===== config.mk =====
export PLATFORM = sky130hd
export DESIGN_NAME = anarb_top
export DESIGN_NICKNAME = d
export VERILOG_FILES = /design/src/logic/anarb_pkg.sv /design/src/logic/anarb_top.sv /design/src/logic/anarb_flp_tx.sv
export SDC_FILE = /design/constraint.sdc
export NUM_CORES = 1
export LEC_CHECK = 0
export BUFFER_PORTS_ARGS = -buffer_cell sky130_fd_sc_hd__buf_2
export CAP_MARGIN = 40
export CORE_ASPECT_RATIO = 1.2
export CORE_MARGIN = 3
export CORE_UTILIZATION = 59
export DETAILED_ROUTE_END_ITERATION = 8
export PLACE_DENSITY_LB_ADDON = 0.25
export SYNTH_ARGS = -nofsm -noshare
export SYNTH_HDL_FRONTEND = slang
export SYNTH_SLANG_ARGS = --single-unit

===== constraint.sdc =====
create_clock -name I_CLK -period 11.3 [get_ports I_CLK]
set_input_delay 0 -clock I_CLK [delete_from_list [all_inputs] [get_ports I_CLK]]
set_output_delay 0 -clock I_CLK [all_outputs]
set_load 0.01 [all_outputs]

===== src/logic/anarb_pkg.sv =====
// constants and types of the negotiation arbiter
package anarb_pkg;

  // ***************************************
  // bus and register layout
  // ***************************************
  localparam int AXI_AW = 8;
  localparam int AXI_DW = 32;
  localparam int REG_W = 16;
  localparam int IDX_W = 6;
  localparam int IDX_LSB = 2;
  localparam logic [IDX_W-1:0] IDX_CTRL = 6'h00;
  localparam logic [IDX_W-1:0] IDX_STAT = 6'h01;
  localparam logic [IDX_W-1:0] IDX_ADV = 6'h04;
  localparam logic [IDX_W-1:0] IDX_LPA = 6'h05;
  localparam logic [IDX_W-1:0] IDX_EXP = 6'h06;
  localparam logic [IDX_W-1:0] IDX_QSTAT = 6'h11;
  localparam logic [IDX_W-1:0] IDX_XSTAT = 6'h13;
  localparam logic [1:0] RESP_OKAY = 2'h0;
  localparam logic [1:0] RESP_SLVERR = 2'h2;

  // ***************************************
  // field positions and reset values
  // ***************************************
  localparam int B_CTRL_SRST = 15;
  localparam int B_CTRL_EN = 12;
  localparam int B_CTRL_RESTART = 9;
  localparam int B_STAT_CMPL = 5;
  localparam int B_STAT_RFLT = 4;
  localparam int B_STAT_ABLE = 3;
  localparam int B_STAT_LINK = 2;
  localparam int B_ABL_ACK = 14;
  localparam int B_ABL_RFLT = 13;
  localparam int B_ABL_100FD = 8;
  localparam int B_ABL_100HD = 7;
  localparam int B_ABL_10FD = 6;
  localparam int B_ABL_10HD = 5;
  localparam int B_EXP_PDF = 4;
  localparam int B_EXP_LPCAP = 0;
  localparam int B_Q_RATE = 15;
  localparam int B_Q_DPX = 14;
  localparam int B_Q_PROG = 11;
  localparam int B_Q_CMPL = 4;
  localparam int B_Q_NOSIG = 3;
  localparam int B_Q_RFLT = 1;
  localparam int B_Q_LINK = 0;
  localparam int B_X_RFLT = 13;
  localparam logic CTRL_EN_RST = 1'b1;
  localparam logic [REG_W-1:0] ADV_RST = 16'h01e1;

  // ***************************************
  // timing
  // ***************************************
  localparam int CLK_NS = 4;
  localparam int FLP_SLOT_NS = 62500;
  localparam int FLP_BURST_NS = 16000000;
  localparam int FLP_PW_NS = 100;
  localparam int FLP_SLOT_CYC = FLP_SLOT_NS / CLK_NS;
  localparam int FLP_BURST_CYC = FLP_BURST_NS / CLK_NS;
  localparam int FLP_PW_CYC = (FLP_PW_NS + CLK_NS - 1) / CLK_NS;
  localparam int FLP_SLOTS = 33;
  localparam int NOSIG_BURSTS = 2;
  localparam int CNT_W = 24;
  localparam int SLOT_W = 6;

  // ***************************************
  // states, progress codes, resolution
  // ***************************************
  typedef enum logic [3:0] {
    ST_DISABLED = 4'h1,
    ST_ABILITY = 4'h2,
    ST_ACK = 4'h4,
    ST_COMPLETE = 4'h8
  } anarb_state_t;

  localparam logic [2:0] PROG_IDLE = 3'h0;
  localparam logic [2:0] PROG_ABILITY = 3'h1;
  localparam logic [2:0] PROG_ACK = 3'h3;
  localparam logic [2:0] PROG_DONE = 3'h7;

  // {enable 100, enable 10, full duplex}
  localparam logic [2:0] RES_NONE = 3'h0;
  localparam logic [2:0] RES_100FD = 3'h5;
  localparam logic [2:0] RES_100HD = 3'h4;
  localparam logic [2:0] RES_10FD = 3'h3;
  localparam logic [2:0] RES_10HD = 3'h2;

endpackage


===== src/logic/anarb_top.sv =====
// negotiation arbiter with register slave
//
// Added by the designer: the AXI4-Lite slave port and the register offsets.
`timescale 1ns/1ps
`default_nettype none

// Operation
// - negotiate only when both ends negotiate; otherwise use parallel detection
// - transmitted burst ability content comes from the advertisement register
// - send fast link pulse bursts carrying the link control word
// - store received partner ability word in partner ability register
// - pick best common: 100 full, (T4 never), 100 half, 10 full, 10 half
// - completion sets complete flag in basic and consolidated status
// - after completion enable resolved technology, power down the others
// - no burst reply: parallel detect and clear partner capable flag
// - parallel detect sets partner ability bit 5 or bit 7
// - parallel detect also sets complete and enables detected technology
// - only normal link pulses: select 10 megabit without management
// - scrambled idles: select non-negotiating 100 megabit partner
// - burst reply sets partner capable flag
// - no receive signal sets the no-signal status bit
// - several indications at once set parallel detection fault
// - partner remote fault sets remote fault bits in four registers
// - local link fault sets remote fault bit of advertised word
// - restart on link failure, restart write, or enable toggle
// - any reset returns arbiter and progress monitor to idle
module anarb_top #(
  parameter int FLP_SLOT_CYC_P = anarb_pkg::FLP_SLOT_CYC,
  parameter int FLP_BURST_CYC_P = anarb_pkg::FLP_BURST_CYC,
  parameter int NOSIG_CYC_P = anarb_pkg::NOSIG_BURSTS * anarb_pkg::FLP_BURST_CYC
) (
  input wire logic I_CLK,
  input wire logic I_RST,
  input wire logic [anarb_pkg::AXI_AW-1:0] I_S_AXI_AWADDR,
  input wire logic I_S_AXI_AWVALID,
  output logic O_S_AXI_AWREADY,
  input wire logic [anarb_pkg::AXI_DW-1:0] I_S_AXI_WDATA,
  input wire logic [3:0] I_S_AXI_WSTRB,
  input wire logic I_S_AXI_WVALID,
  output logic O_S_AXI_WREADY,
  output logic [1:0] O_S_AXI_BRESP,
  output logic O_S_AXI_BVALID,
  input wire logic I_S_AXI_BREADY,
  input wire logic [anarb_pkg::AXI_AW-1:0] I_S_AXI_ARADDR,
  input wire logic I_S_AXI_ARVALID,
  output logic O_S_AXI_ARREADY,
  output logic [anarb_pkg::AXI_DW-1:0] O_S_AXI_RDATA,
  output logic [1:0] O_S_AXI_RRESP,
  output logic O_S_AXI_RVALID,
  input wire logic I_S_AXI_RREADY,
  input wire logic I_RX_FLP_VALID,
  input wire logic [anarb_pkg::REG_W-1:0] I_RX_FLP_WORD,
  input wire logic I_RX_NLP,
  input wire logic I_RX_IDLE100,
  input wire logic I_LINK_FAIL,
  input wire logic I_LOCAL_FAULT,
  input wire logic I_HW_MODE,
  input wire logic I_NEG_SELECT,
  output logic O_TX_FLP,
  output logic O_EN_100TX,
  output logic O_EN_10T,
  output logic O_FULL_DUPLEX,
  output logic O_NEG_COMPLETE
);
  import anarb_pkg::*;

  localparam logic [CNT_W-1:0] NOSIG_LIM = CNT_W'(NOSIG_CYC_P - 1);

  typedef struct packed {
    anarb_state_t fsm;
    logic ctrl_en;
    logic [REG_W-1:0] adv;
    logic [REG_W-1:0] lpa;
    logic lp_cap;
    logic pd_fault;
    logic rfault;
    logic cmpl;
    logic nosig;
    logic [2:0] prog;
    logic [CNT_W-1:0] nosig_cnt;
    logic en100;
    logic en10;
    logic fdx;
    logic [AXI_AW-1:0] awaddr;
    logic aw_full;
    logic [REG_W-1:0] wdata;
    logic [1:0] wstrb;
    logic w_full;
    logic awready;
    logic wready;
    logic bvalid;
    logic [1:0] bresp;
    logic arready;
    logic rvalid;
    logic [1:0] rresp;
    logic [AXI_DW-1:0] rdata;
  } anarb_top_st_t;

  anarb_top_st_t st_reg;
  anarb_top_st_t st_next;

  // ***************************************
  // helpers
  // ***************************************
  function automatic logic [IDX_W-1:0] reg_idx(input logic [AXI_AW-1:0] a);
    reg_idx = a[IDX_LSB +: IDX_W];
  endfunction

  function automatic logic mapped(input logic [AXI_AW-1:0] a);
    logic [IDX_W-1:0] i;
    i = reg_idx(a);
    mapped = (i == IDX_CTRL) || (i == IDX_STAT) || (i == IDX_ADV) || (i == IDX_LPA)
      || (i == IDX_EXP) || (i == IDX_QSTAT) || (i == IDX_XSTAT);
  endfunction

  function automatic logic [REG_W-1:0] merge16(input logic [REG_W-1:0] old,
                                               input logic [REG_W-1:0] d,
                                               input logic [1:0] s);
    merge16 = {s[1] ? d[15:8] : old[15:8], s[0] ? d[7:0] : old[7:0]};
  endfunction

  function automatic logic [2:0] resolve(input logic [REG_W-1:0] a,
                                         input logic [REG_W-1:0] b);
    logic [REG_W-1:0] c;
    c = a & b;
    if (c[B_ABL_100FD]) begin
      resolve = RES_100FD;
    end else if (c[B_ABL_100HD]) begin
      resolve = RES_100HD;
    end else if (c[B_ABL_10FD]) begin
      resolve = RES_10FD;
    end else if (c[B_ABL_10HD]) begin
      resolve = RES_10HD;
    end else begin
      resolve = RES_NONE;
    end
  endfunction

  function automatic logic [2:0] prog_code(input anarb_state_t s);
    case (s)
      ST_ABILITY: prog_code = PROG_ABILITY;
      ST_ACK: prog_code = PROG_ACK;
      default: prog_code = PROG_IDLE;
    endcase
  endfunction

  logic wr_fire;
  logic wr_ctrl;
  logic [REG_W-1:0] ctrl_val;
  logic sw_rst;
  logic restart_wr;
  logic rd_fire;
  logic rd_q;
  logic rd_exp;
  logic [REG_W-1:0] rd_word;
  logic en_eff;
  logic multi;
  logic any_rx;
  logic go_on;
  logic [2:0] res;
  logic [2:0] pres;
  logic tx_run;
  logic [REG_W-1:0] tx_word;

  // ***************************************
  // burst transmitter
  // ***************************************
  assign tx_run = (st_reg.fsm == ST_ABILITY) || (st_reg.fsm == ST_ACK);
  always_comb begin
    tx_word = st_reg.adv;
    tx_word[B_ABL_RFLT] = st_reg.adv[B_ABL_RFLT] | I_LOCAL_FAULT;
    tx_word[B_ABL_ACK] = st_reg.fsm == ST_ACK;
  end

  anarb_flp_tx #(
    .SLOT_CYC(FLP_SLOT_CYC_P),
    .BURST_CYC(FLP_BURST_CYC_P)
  ) u_flp_tx (
    .i_clk(I_CLK),
    .i_rst(I_RST),
    .i_run(tx_run),
    .i_word(tx_word),
    .o_pulse(O_TX_FLP)
  );

  // ***************************************
  // register read mux
  // ***************************************
  always_comb begin
    rd_word = '0;
    case (reg_idx(I_S_AXI_ARADDR))
      IDX_CTRL: rd_word[B_CTRL_EN] = st_reg.ctrl_en;
      IDX_STAT: begin
        rd_word[B_STAT_CMPL] = st_reg.cmpl;
        rd_word[B_STAT_RFLT] = st_reg.rfault;
        rd_word[B_STAT_ABLE] = 1'b1;
        rd_word[B_STAT_LINK] = st_reg.cmpl;
      end
      IDX_ADV: rd_word = st_reg.adv;
      IDX_LPA: rd_word = st_reg.lpa;
      IDX_EXP: begin
        rd_word[B_EXP_PDF] = st_reg.pd_fault;
        rd_word[B_EXP_LPCAP] = st_reg.lp_cap;
      end
      IDX_QSTAT: begin
        rd_word[B_Q_RATE] = st_reg.en100;
        rd_word[B_Q_DPX] = st_reg.fdx;
        rd_word[B_Q_PROG +: 3] = st_reg.prog;
        rd_word[B_Q_CMPL] = st_reg.cmpl;
        rd_word[B_Q_NOSIG] = st_reg.nosig;
        rd_word[B_Q_RFLT] = st_reg.rfault;
        rd_word[B_Q_LINK] = st_reg.cmpl;
      end
      IDX_XSTAT: rd_word[B_X_RFLT] = st_reg.rfault;
      default: rd_word = '0;
    endcase
  end

  // ***************************************
  // next state
  // ***************************************
  always_comb begin
    st_next = st_reg;
    // axi write channels, taken in either order
    if (I_S_AXI_AWVALID && st_reg.awready) begin
      st_next.awaddr = I_S_AXI_AWADDR;
      st_next.aw_full = 1'b1;
    end
    if (I_S_AXI_WVALID && st_reg.wready) begin
      st_next.wdata = I_S_AXI_WDATA[REG_W-1:0];
      st_next.wstrb = I_S_AXI_WSTRB[1:0];
      st_next.w_full = 1'b1;
    end
    if (st_reg.bvalid && I_S_AXI_BREADY) begin
      st_next.bvalid = 1'b0;
    end
    wr_fire = st_reg.aw_full && st_reg.w_full && !st_reg.bvalid;
    if (wr_fire) begin
      st_next.aw_full = 1'b0;
      st_next.w_full = 1'b0;
      st_next.bvalid = 1'b1;
      st_next.bresp = mapped(st_reg.awaddr) ? RESP_OKAY : RESP_SLVERR;
    end
    st_next.awready = !st_next.aw_full;
    st_next.wready = !st_next.w_full;
    wr_ctrl = wr_fire && (reg_idx(st_reg.awaddr) == IDX_CTRL);
    ctrl_val = '0;
    ctrl_val[B_CTRL_EN] = st_reg.ctrl_en;
    ctrl_val = merge16(ctrl_val, st_reg.wdata, st_reg.wstrb);
    sw_rst = wr_ctrl && ctrl_val[B_CTRL_SRST];
    restart_wr = wr_ctrl && ctrl_val[B_CTRL_RESTART];
    if (wr_ctrl) begin
      st_next.ctrl_en = ctrl_val[B_CTRL_EN];
    end
    if (wr_fire && (reg_idx(st_reg.awaddr) == IDX_ADV)) begin
      st_next.adv = merge16(st_reg.adv, st_reg.wdata, st_reg.wstrb);
    end
    // axi read channel
    if (st_reg.rvalid && I_S_AXI_RREADY) begin
      st_next.rvalid = 1'b0;
      st_next.arready = 1'b1;
    end
    rd_fire = I_S_AXI_ARVALID && st_reg.arready;
    rd_q = rd_fire && (reg_idx(I_S_AXI_ARADDR) == IDX_QSTAT);
    rd_exp = rd_fire && (reg_idx(I_S_AXI_ARADDR) == IDX_EXP);
    if (rd_fire) begin
      st_next.rdata = {{(AXI_DW - REG_W){1'b0}}, rd_word};
      st_next.rresp = mapped(I_S_AXI_ARADDR) ? RESP_OKAY : RESP_SLVERR;
      st_next.rvalid = 1'b1;
      st_next.arready = 1'b0;
    end
    // address accepted whenever no read answer is pending
    st_next.arready = !st_next.rvalid;
    // negotiation
    en_eff = I_HW_MODE ? I_NEG_SELECT : st_reg.ctrl_en;
    any_rx = I_RX_FLP_VALID || I_RX_NLP || I_RX_IDLE100;
    multi = (I_RX_FLP_VALID && (I_RX_NLP || I_RX_IDLE100)) || (I_RX_NLP && I_RX_IDLE100);
    res = resolve(st_reg.adv, I_RX_FLP_WORD);
    if (rd_exp) begin
      st_next.pd_fault = 1'b0;
    end
    case (st_reg.fsm)
      ST_DISABLED: begin
        if (en_eff) begin
          st_next.fsm = ST_ABILITY;
        end
      end
      ST_ABILITY: begin
        if (multi) begin
          st_next.pd_fault = 1'b1;
        end else if (I_RX_FLP_VALID) begin
          st_next.lpa = I_RX_FLP_WORD;
          st_next.lp_cap = 1'b1;
          st_next.rfault = st_reg.rfault | I_RX_FLP_WORD[B_ABL_RFLT];
          st_next.fsm = ST_ACK;
        end else if (I_RX_NLP) begin
          st_next.lpa = '0;
          st_next.lpa[B_ABL_10HD] = 1'b1;
          st_next.lp_cap = 1'b0;
          st_next.en10 = 1'b1;
          st_next.fdx = 1'b0;
          st_next.cmpl = 1'b1;
          st_next.fsm = ST_COMPLETE;
        end else if (I_RX_IDLE100) begin
          st_next.lpa = '0;
          st_next.lpa[B_ABL_100HD] = 1'b1;
          st_next.lp_cap = 1'b0;
          st_next.en100 = 1'b1;
          st_next.fdx = 1'b0;
          st_next.cmpl = 1'b1;
          st_next.fsm = ST_COMPLETE;
        end
      end
      ST_ACK: begin
        if (I_RX_FLP_VALID) begin
          st_next.lpa = I_RX_FLP_WORD;
          st_next.rfault = st_reg.rfault | I_RX_FLP_WORD[B_ABL_RFLT];
          if (I_RX_FLP_WORD[B_ABL_ACK]) begin
            if (res != RES_NONE) begin
              {st_next.en100, st_next.en10, st_next.fdx} = res;
              st_next.cmpl = 1'b1;
              st_next.fsm = ST_COMPLETE;
            end else begin
              st_next.fsm = ST_ABILITY;
            end
          end
        end
      end
      ST_COMPLETE: st_next.fsm = ST_COMPLETE;
      default: st_next.fsm = ST_DISABLED;
    endcase
    // restart keeps the progress bits
    if (!en_eff || I_LINK_FAIL || restart_wr) begin
      st_next.fsm = ST_DISABLED;
      st_next.cmpl = 1'b0;
      st_next.en100 = 1'b0;
      st_next.en10 = 1'b0;
      st_next.fdx = 1'b0;
    end
    // no-signal watch
    if (any_rx) begin
      st_next.nosig_cnt = '0;
      st_next.nosig = 1'b0;
    end else if (st_reg.nosig_cnt == NOSIG_LIM) begin
      st_next.nosig = 1'b1;
    end else begin
      st_next.nosig_cnt = st_reg.nosig_cnt + 1'b1;
    end
    // progress monitor: keeps the highest, a read loads the present state
    pres = prog_code(st_reg.fsm);
    if (rd_q) begin
      st_next.prog = pres;
    end else if (!st_reg.cmpl && (pres > st_reg.prog)) begin
      st_next.prog = pres;
    end
    if (st_next.cmpl && !st_reg.cmpl) begin
      st_next.prog = PROG_DONE;
    end
    if (sw_rst) begin
      st_next.fsm = ST_DISABLED;
      st_next.prog = PROG_IDLE;
      st_next.cmpl = 1'b0;
      st_next.ctrl_en = CTRL_EN_RST;
      st_next.adv = ADV_RST;
      st_next.lpa = '0;
      st_next.lp_cap = 1'b0;
      st_next.pd_fault = 1'b0;
      st_next.rfault = 1'b0;
      st_next.en100 = 1'b0;
      st_next.en10 = 1'b0;
      st_next.fdx = 1'b0;
    end
    go_on = en_eff && !I_LINK_FAIL && !restart_wr && !sw_rst;
  end

  always_ff @(posedge I_CLK or posedge I_RST) begin
    if (I_RST) begin
      st_reg <= '0;
      st_reg.fsm <= ST_DISABLED;
      st_reg.ctrl_en <= CTRL_EN_RST;
      st_reg.adv <= ADV_RST;
    end else begin
      st_reg <= st_next;
    end
  end

  // ***************************************
  // outputs
  // ***************************************
  assign O_S_AXI_AWREADY = st_reg.awready;
  assign O_S_AXI_WREADY = st_reg.wready;
  assign O_S_AXI_BRESP = st_reg.bresp;
  assign O_S_AXI_BVALID = st_reg.bvalid;
  assign O_S_AXI_ARREADY = st_reg.arready;
  assign O_S_AXI_RDATA = st_reg.rdata;
  assign O_S_AXI_RRESP = st_reg.rresp;
  assign O_S_AXI_RVALID = st_reg.rvalid;
  assign O_EN_100TX = st_reg.en100;
  assign O_EN_10T = st_reg.en10;
  assign O_FULL_DUPLEX = st_reg.fdx;
  assign O_NEG_COMPLETE = st_reg.cmpl;
endmodule

`default_nettype wire


===== src/logic/anarb_flp_tx.sv =====
// fast link pulse burst generator
`timescale 1ns/1ps
`default_nettype none

module anarb_flp_tx #(
  parameter int SLOT_CYC = anarb_pkg::FLP_SLOT_CYC,
  parameter int BURST_CYC = anarb_pkg::FLP_BURST_CYC
) (
  input wire logic i_clk,
  input wire logic i_rst,
  input wire logic i_run,
  input wire logic [anarb_pkg::REG_W-1:0] i_word,
  output logic o_pulse
);
  import anarb_pkg::*;

  localparam logic [CNT_W-1:0] SLOT_LIM = CNT_W'(SLOT_CYC - 1);
  localparam logic [CNT_W-1:0] BURST_LIM = CNT_W'(BURST_CYC - 1);
  localparam logic [CNT_W-1:0] PW_LIM = CNT_W'(FLP_PW_CYC);
  localparam logic [SLOT_W-1:0] SLOT_END = SLOT_W'(FLP_SLOTS);

  typedef struct packed {
    logic [SLOT_W-1:0] slot;
    logic [CNT_W-1:0] tick;
    logic [CNT_W-1:0] burst;
    logic [REG_W-1:0] word;
    logic pulse;
  } anarb_tx_st_t;

  anarb_tx_st_t st_reg;
  anarb_tx_st_t st_next;
  logic in_slot;
  logic data_one;

  // ***************************************
  // burst sequencing
  // ***************************************
  always_comb begin
    st_next = st_reg;
    in_slot = st_reg.slot < SLOT_END;
    // slot 32 is a clock slot, four index bits reach every data slot
    data_one = st_reg.word[st_reg.slot[SLOT_W-2:1]];
    if (!i_run) begin
      st_next.slot = '0;
      st_next.tick = '0;
      st_next.burst = '0;
      st_next.word = i_word;
      st_next.pulse = 1'b0;
    end else begin
      // even slots are clock pulses, odd slots carry one word bit
      st_next.pulse = in_slot && (st_reg.tick < PW_LIM) && (!st_reg.slot[0] || data_one);
      if (st_reg.burst == BURST_LIM) begin
        st_next.burst = '0;
        st_next.slot = '0;
        st_next.tick = '0;
        st_next.word = i_word;
      end else begin
        st_next.burst = st_reg.burst + 1'b1;
        if (in_slot) begin
          if (st_reg.tick == SLOT_LIM) begin
            st_next.tick = '0;
            st_next.slot = st_reg.slot + 1'b1;
          end else begin
            st_next.tick = st_reg.tick + 1'b1;
          end
        end
      end
    end
  end

  always_ff @(posedge i_clk or posedge i_rst) begin
    if (i_rst) begin
      st_reg <= '0;
    end else begin
      st_reg <= st_next;
    end
  end

  assign o_pulse = st_reg.pulse;

endmodule

`default_nettype wire


==> impl_metrics.toml <==
[run_status]
outcome = "completed"

[yosys]
synth_cells = 986
postSynth.asyncResetShare = 1.000
synth-edff-count = 0
ys.warnings.count = 0
synth_seq_cells = 192
ys.flop_type = "dfrtp_1"
syn_area_sq_mm = 0.009876
ys_types = 75
syn_avg_cell_area_sq_um = 10.02
seq_area_frac_synth = 0.4874

[routing]
viasPerCell = 5.886
drtIter0Drc = 661
avgRoutedWirePerCell_microns = 17.10
drcViolationCount = 0
drt_wl_total_microns = 22520
num_vias = 7752
antenna_left = 0
first_pass_iters = 6

[clocking]
clkTransAtPathRegs_ns = 0.07
numCtsBuffers = 17
clock-sinks = 192
cts-root-buf = "clkbuf_16"
cts_tree = "done"
htreeDepth = 4
post_cts_buffers = 0
clk_path_buf_depth = 2
clk_latency_ns = 0.44

[critical_path]
path_cells = "or4_1, or4_4, o21ai_4, buf_4, or2_2, a21oi_1"
timing.reg2reg.setup_slack_ns = 8.07
r2r_cells = 6
worstPathArrival_ns = 3.54
r2r-end = "u_flp_tx.st_reg[54]"
critical_path.startpoint_type = "register"
rr_startpoint = "u_flp_tx.st_reg[25]"
crit_path_end_kind = "register"
cp.required_ns = 11.61
critPathKind = "reg2reg"
worst_path_max_delay_cell = "o21ai_4"
cpPeakStageDelay_ns = 0.61
worstPathMaxFanout = 29

[layout]
drive_above_1_share = 0.1828
largest_reg_flops = 94
diodes = 0
nNetsFinal = 1183
syn_to_final_growth_pct = 14.60

[global_route]
first_global_vias = 7463
grt_use_total = 0.2561
grt_pass1_wl_microns = 37180
antenna_found_initial = 0
gr-total-overflow = 0
grt_max_degree = 121

[timing]
hold_viol = 0
rsz0062_at_grt = "false"
worst_pin_slew_ns = 0.8948
finalCriticalPeriod_ns = 3.231
setup_viol = 0
fmaxAchievable_mhz = 309.5
fin_tns_setup_ns = 0
skew_ns = 0.008710
final_max_slew_viol_count = 0
slew_headroom = 0.4035
period_share = 0.2860
fin_hold_ws_ns = 0.03588

[floorplan]
die_w_microns = 124.1
die_y_microns = 147.7
ioPinCount = 128
rows = 51
die_area_sq_mm = 0.01833
initial_core_util = 0.6045
core_area_sq_mm = 0.01634

[placement]
portBuffers = 87
place_hpwl_microns = 15100
gp_congestion = 0.8767

[pwr]
p_per_area_mw_per_mm2 = 162.7
p_total_mw = 1.842
irDropWorstVdd_v = 0.0001349
p_leak_nw = 4.930

[worst_hold_path]
hold_path_end = "st_reg[103]"
worstHoldPathCells = 4
hp-class = "in2reg"
min_from = "I_RX_IDLE100"

[job]
maxCapViolations = 0
==> critical path: cells and delay by family (launching register included) <==
kind | cells | cell delay, ns
flip-flops | 1 | 0.49
buffers and inverters | 1 | 0.43
AND/OR/NAND/NOR | 3 | 1.47
AO/OA/AOI/OAI | 2 | 0.70
==> synthesized netlist by cell type, types with 24 or more instances <==
cell type  number  area share
xnor2_1        24       0.021
nand3_1        26       0.013
inv_1          39       0.015
o21ai_0        41       0.021
mux2_2         41       0.047
mux2i_1        28       0.028
nand4_1        25       0.016
clkbuf_1       25      0.0095
a21oi_1        49       0.025
dfrtp_1       185        0.47
nand2_1       102       0.039
xor2_1         26       0.023
buf_4          37       0.028
nor2_1         90       0.034
==> worst max-delay path by stage <==
stage                                    from                   to  slack (ns)  depth (start not counted)
after floorplan                         I_RST           O_EN_100TX        6.08                          1
after global placement    u_flp_tx.st_reg[25]  u_flp_tx.st_reg[63]        8.06                          6
after detailed placement  u_flp_tx.st_reg[25]  u_flp_tx.st_reg[54]        8.02                          6
after CTS                 u_flp_tx.st_reg[25]  u_flp_tx.st_reg[54]        8.03                          6
after global routing      u_flp_tx.st_reg[25]  u_flp_tx.st_reg[54]        7.87                          6
final                     u_flp_tx.st_reg[25]  u_flp_tx.st_reg[54]        8.07                          6
==> cell type report <==
type	count	area, sq um
clock inverter	15	150.1
inverter	40	157.7
sequential	192	4813
multi-input combinational	692	4452
timing repair buffer	149	1054
fill	1278	5019
tap	212	265.3
clock buffer	17	425.4
==> through the flow <==
| stage | setup WS (ns) | instances | utilization | instance area [sq um] |
|---|---|---|---|---|
| global placement | 8.062 | 1229 | 0.6225 | 10170 |
| global route | 7.868 | 1317 | 0.6928 | 11320 |
| floorplan | 6.084 | 1003 | - | 9940 |
| CTS | 8.033 | 1317 | 0.6928 | 11320 |
| detailed placement | 8.023 | 1234 | 0.6263 | 10230 |
| finish | 8.069 | 1317 | 0.6928 | 11320 |
==> power breakdown <==
group,internal (mW),switching [mW]
registers,0.824,0.121
logic,0.158,0.148
clock network,0.311,0.280
total,1.29,0.549
==> per-layer routing <==
metal,track usage,wire [microns],vias to the layer above
met3,0.04286,1167,44
met2,0.4172,11090,265
li1,-,-,3658
met5,0,0,-
met1,0.3492,9665,3785
met4,0.08658,597,0
==> placed cells by master (no fill, tap or decap), drive strengths merged, types with 8 or more instances in the layout <==
cell type,instances
a21oi,51
a22o,8
a22oi,14
and2,8
and3,13
buf,98
clkbuf,17
conb,18
dfrtp,185
dlygate4sd3,51
ha,9
inv,46
mux2,41
mux2i,28
nand2,102
nand3,27
nand4,25
nor2,90
nor2b,8
nor3,16
nor4,16
o21ai,41
o31ai,11
or3,19
or4,15
xnor2,24
xor2,26
==> kinds of logic (layout without fill, tap and decap cells) <==
logic type | count (synthesis) | in the layout | synth area share
buffers and inverters | 119 | 221 | 0.06943
and+or+nand+nor | 378 | 378 | 0.1965
other | 1 | 18 | 0.0003797
muxes | 73 | 73 | 0.08425
adders and majority gates | 10 | 10 | 0.01242
DFF | 192 | 192 | 0.4874
xor gates and xnor gates | 50 | 50 | 0.04434
AOI/OAI and AO/OA | 163 | 163 | 0.1053
==> what timing repair did <==
action / in CTS / in global routing
hold endpoints to repair: 166 / 0
hold buffers: 51 / 0
gates resized for setup: 0 / 0
No activity file was read; power rests on OpenSTA's default activity.
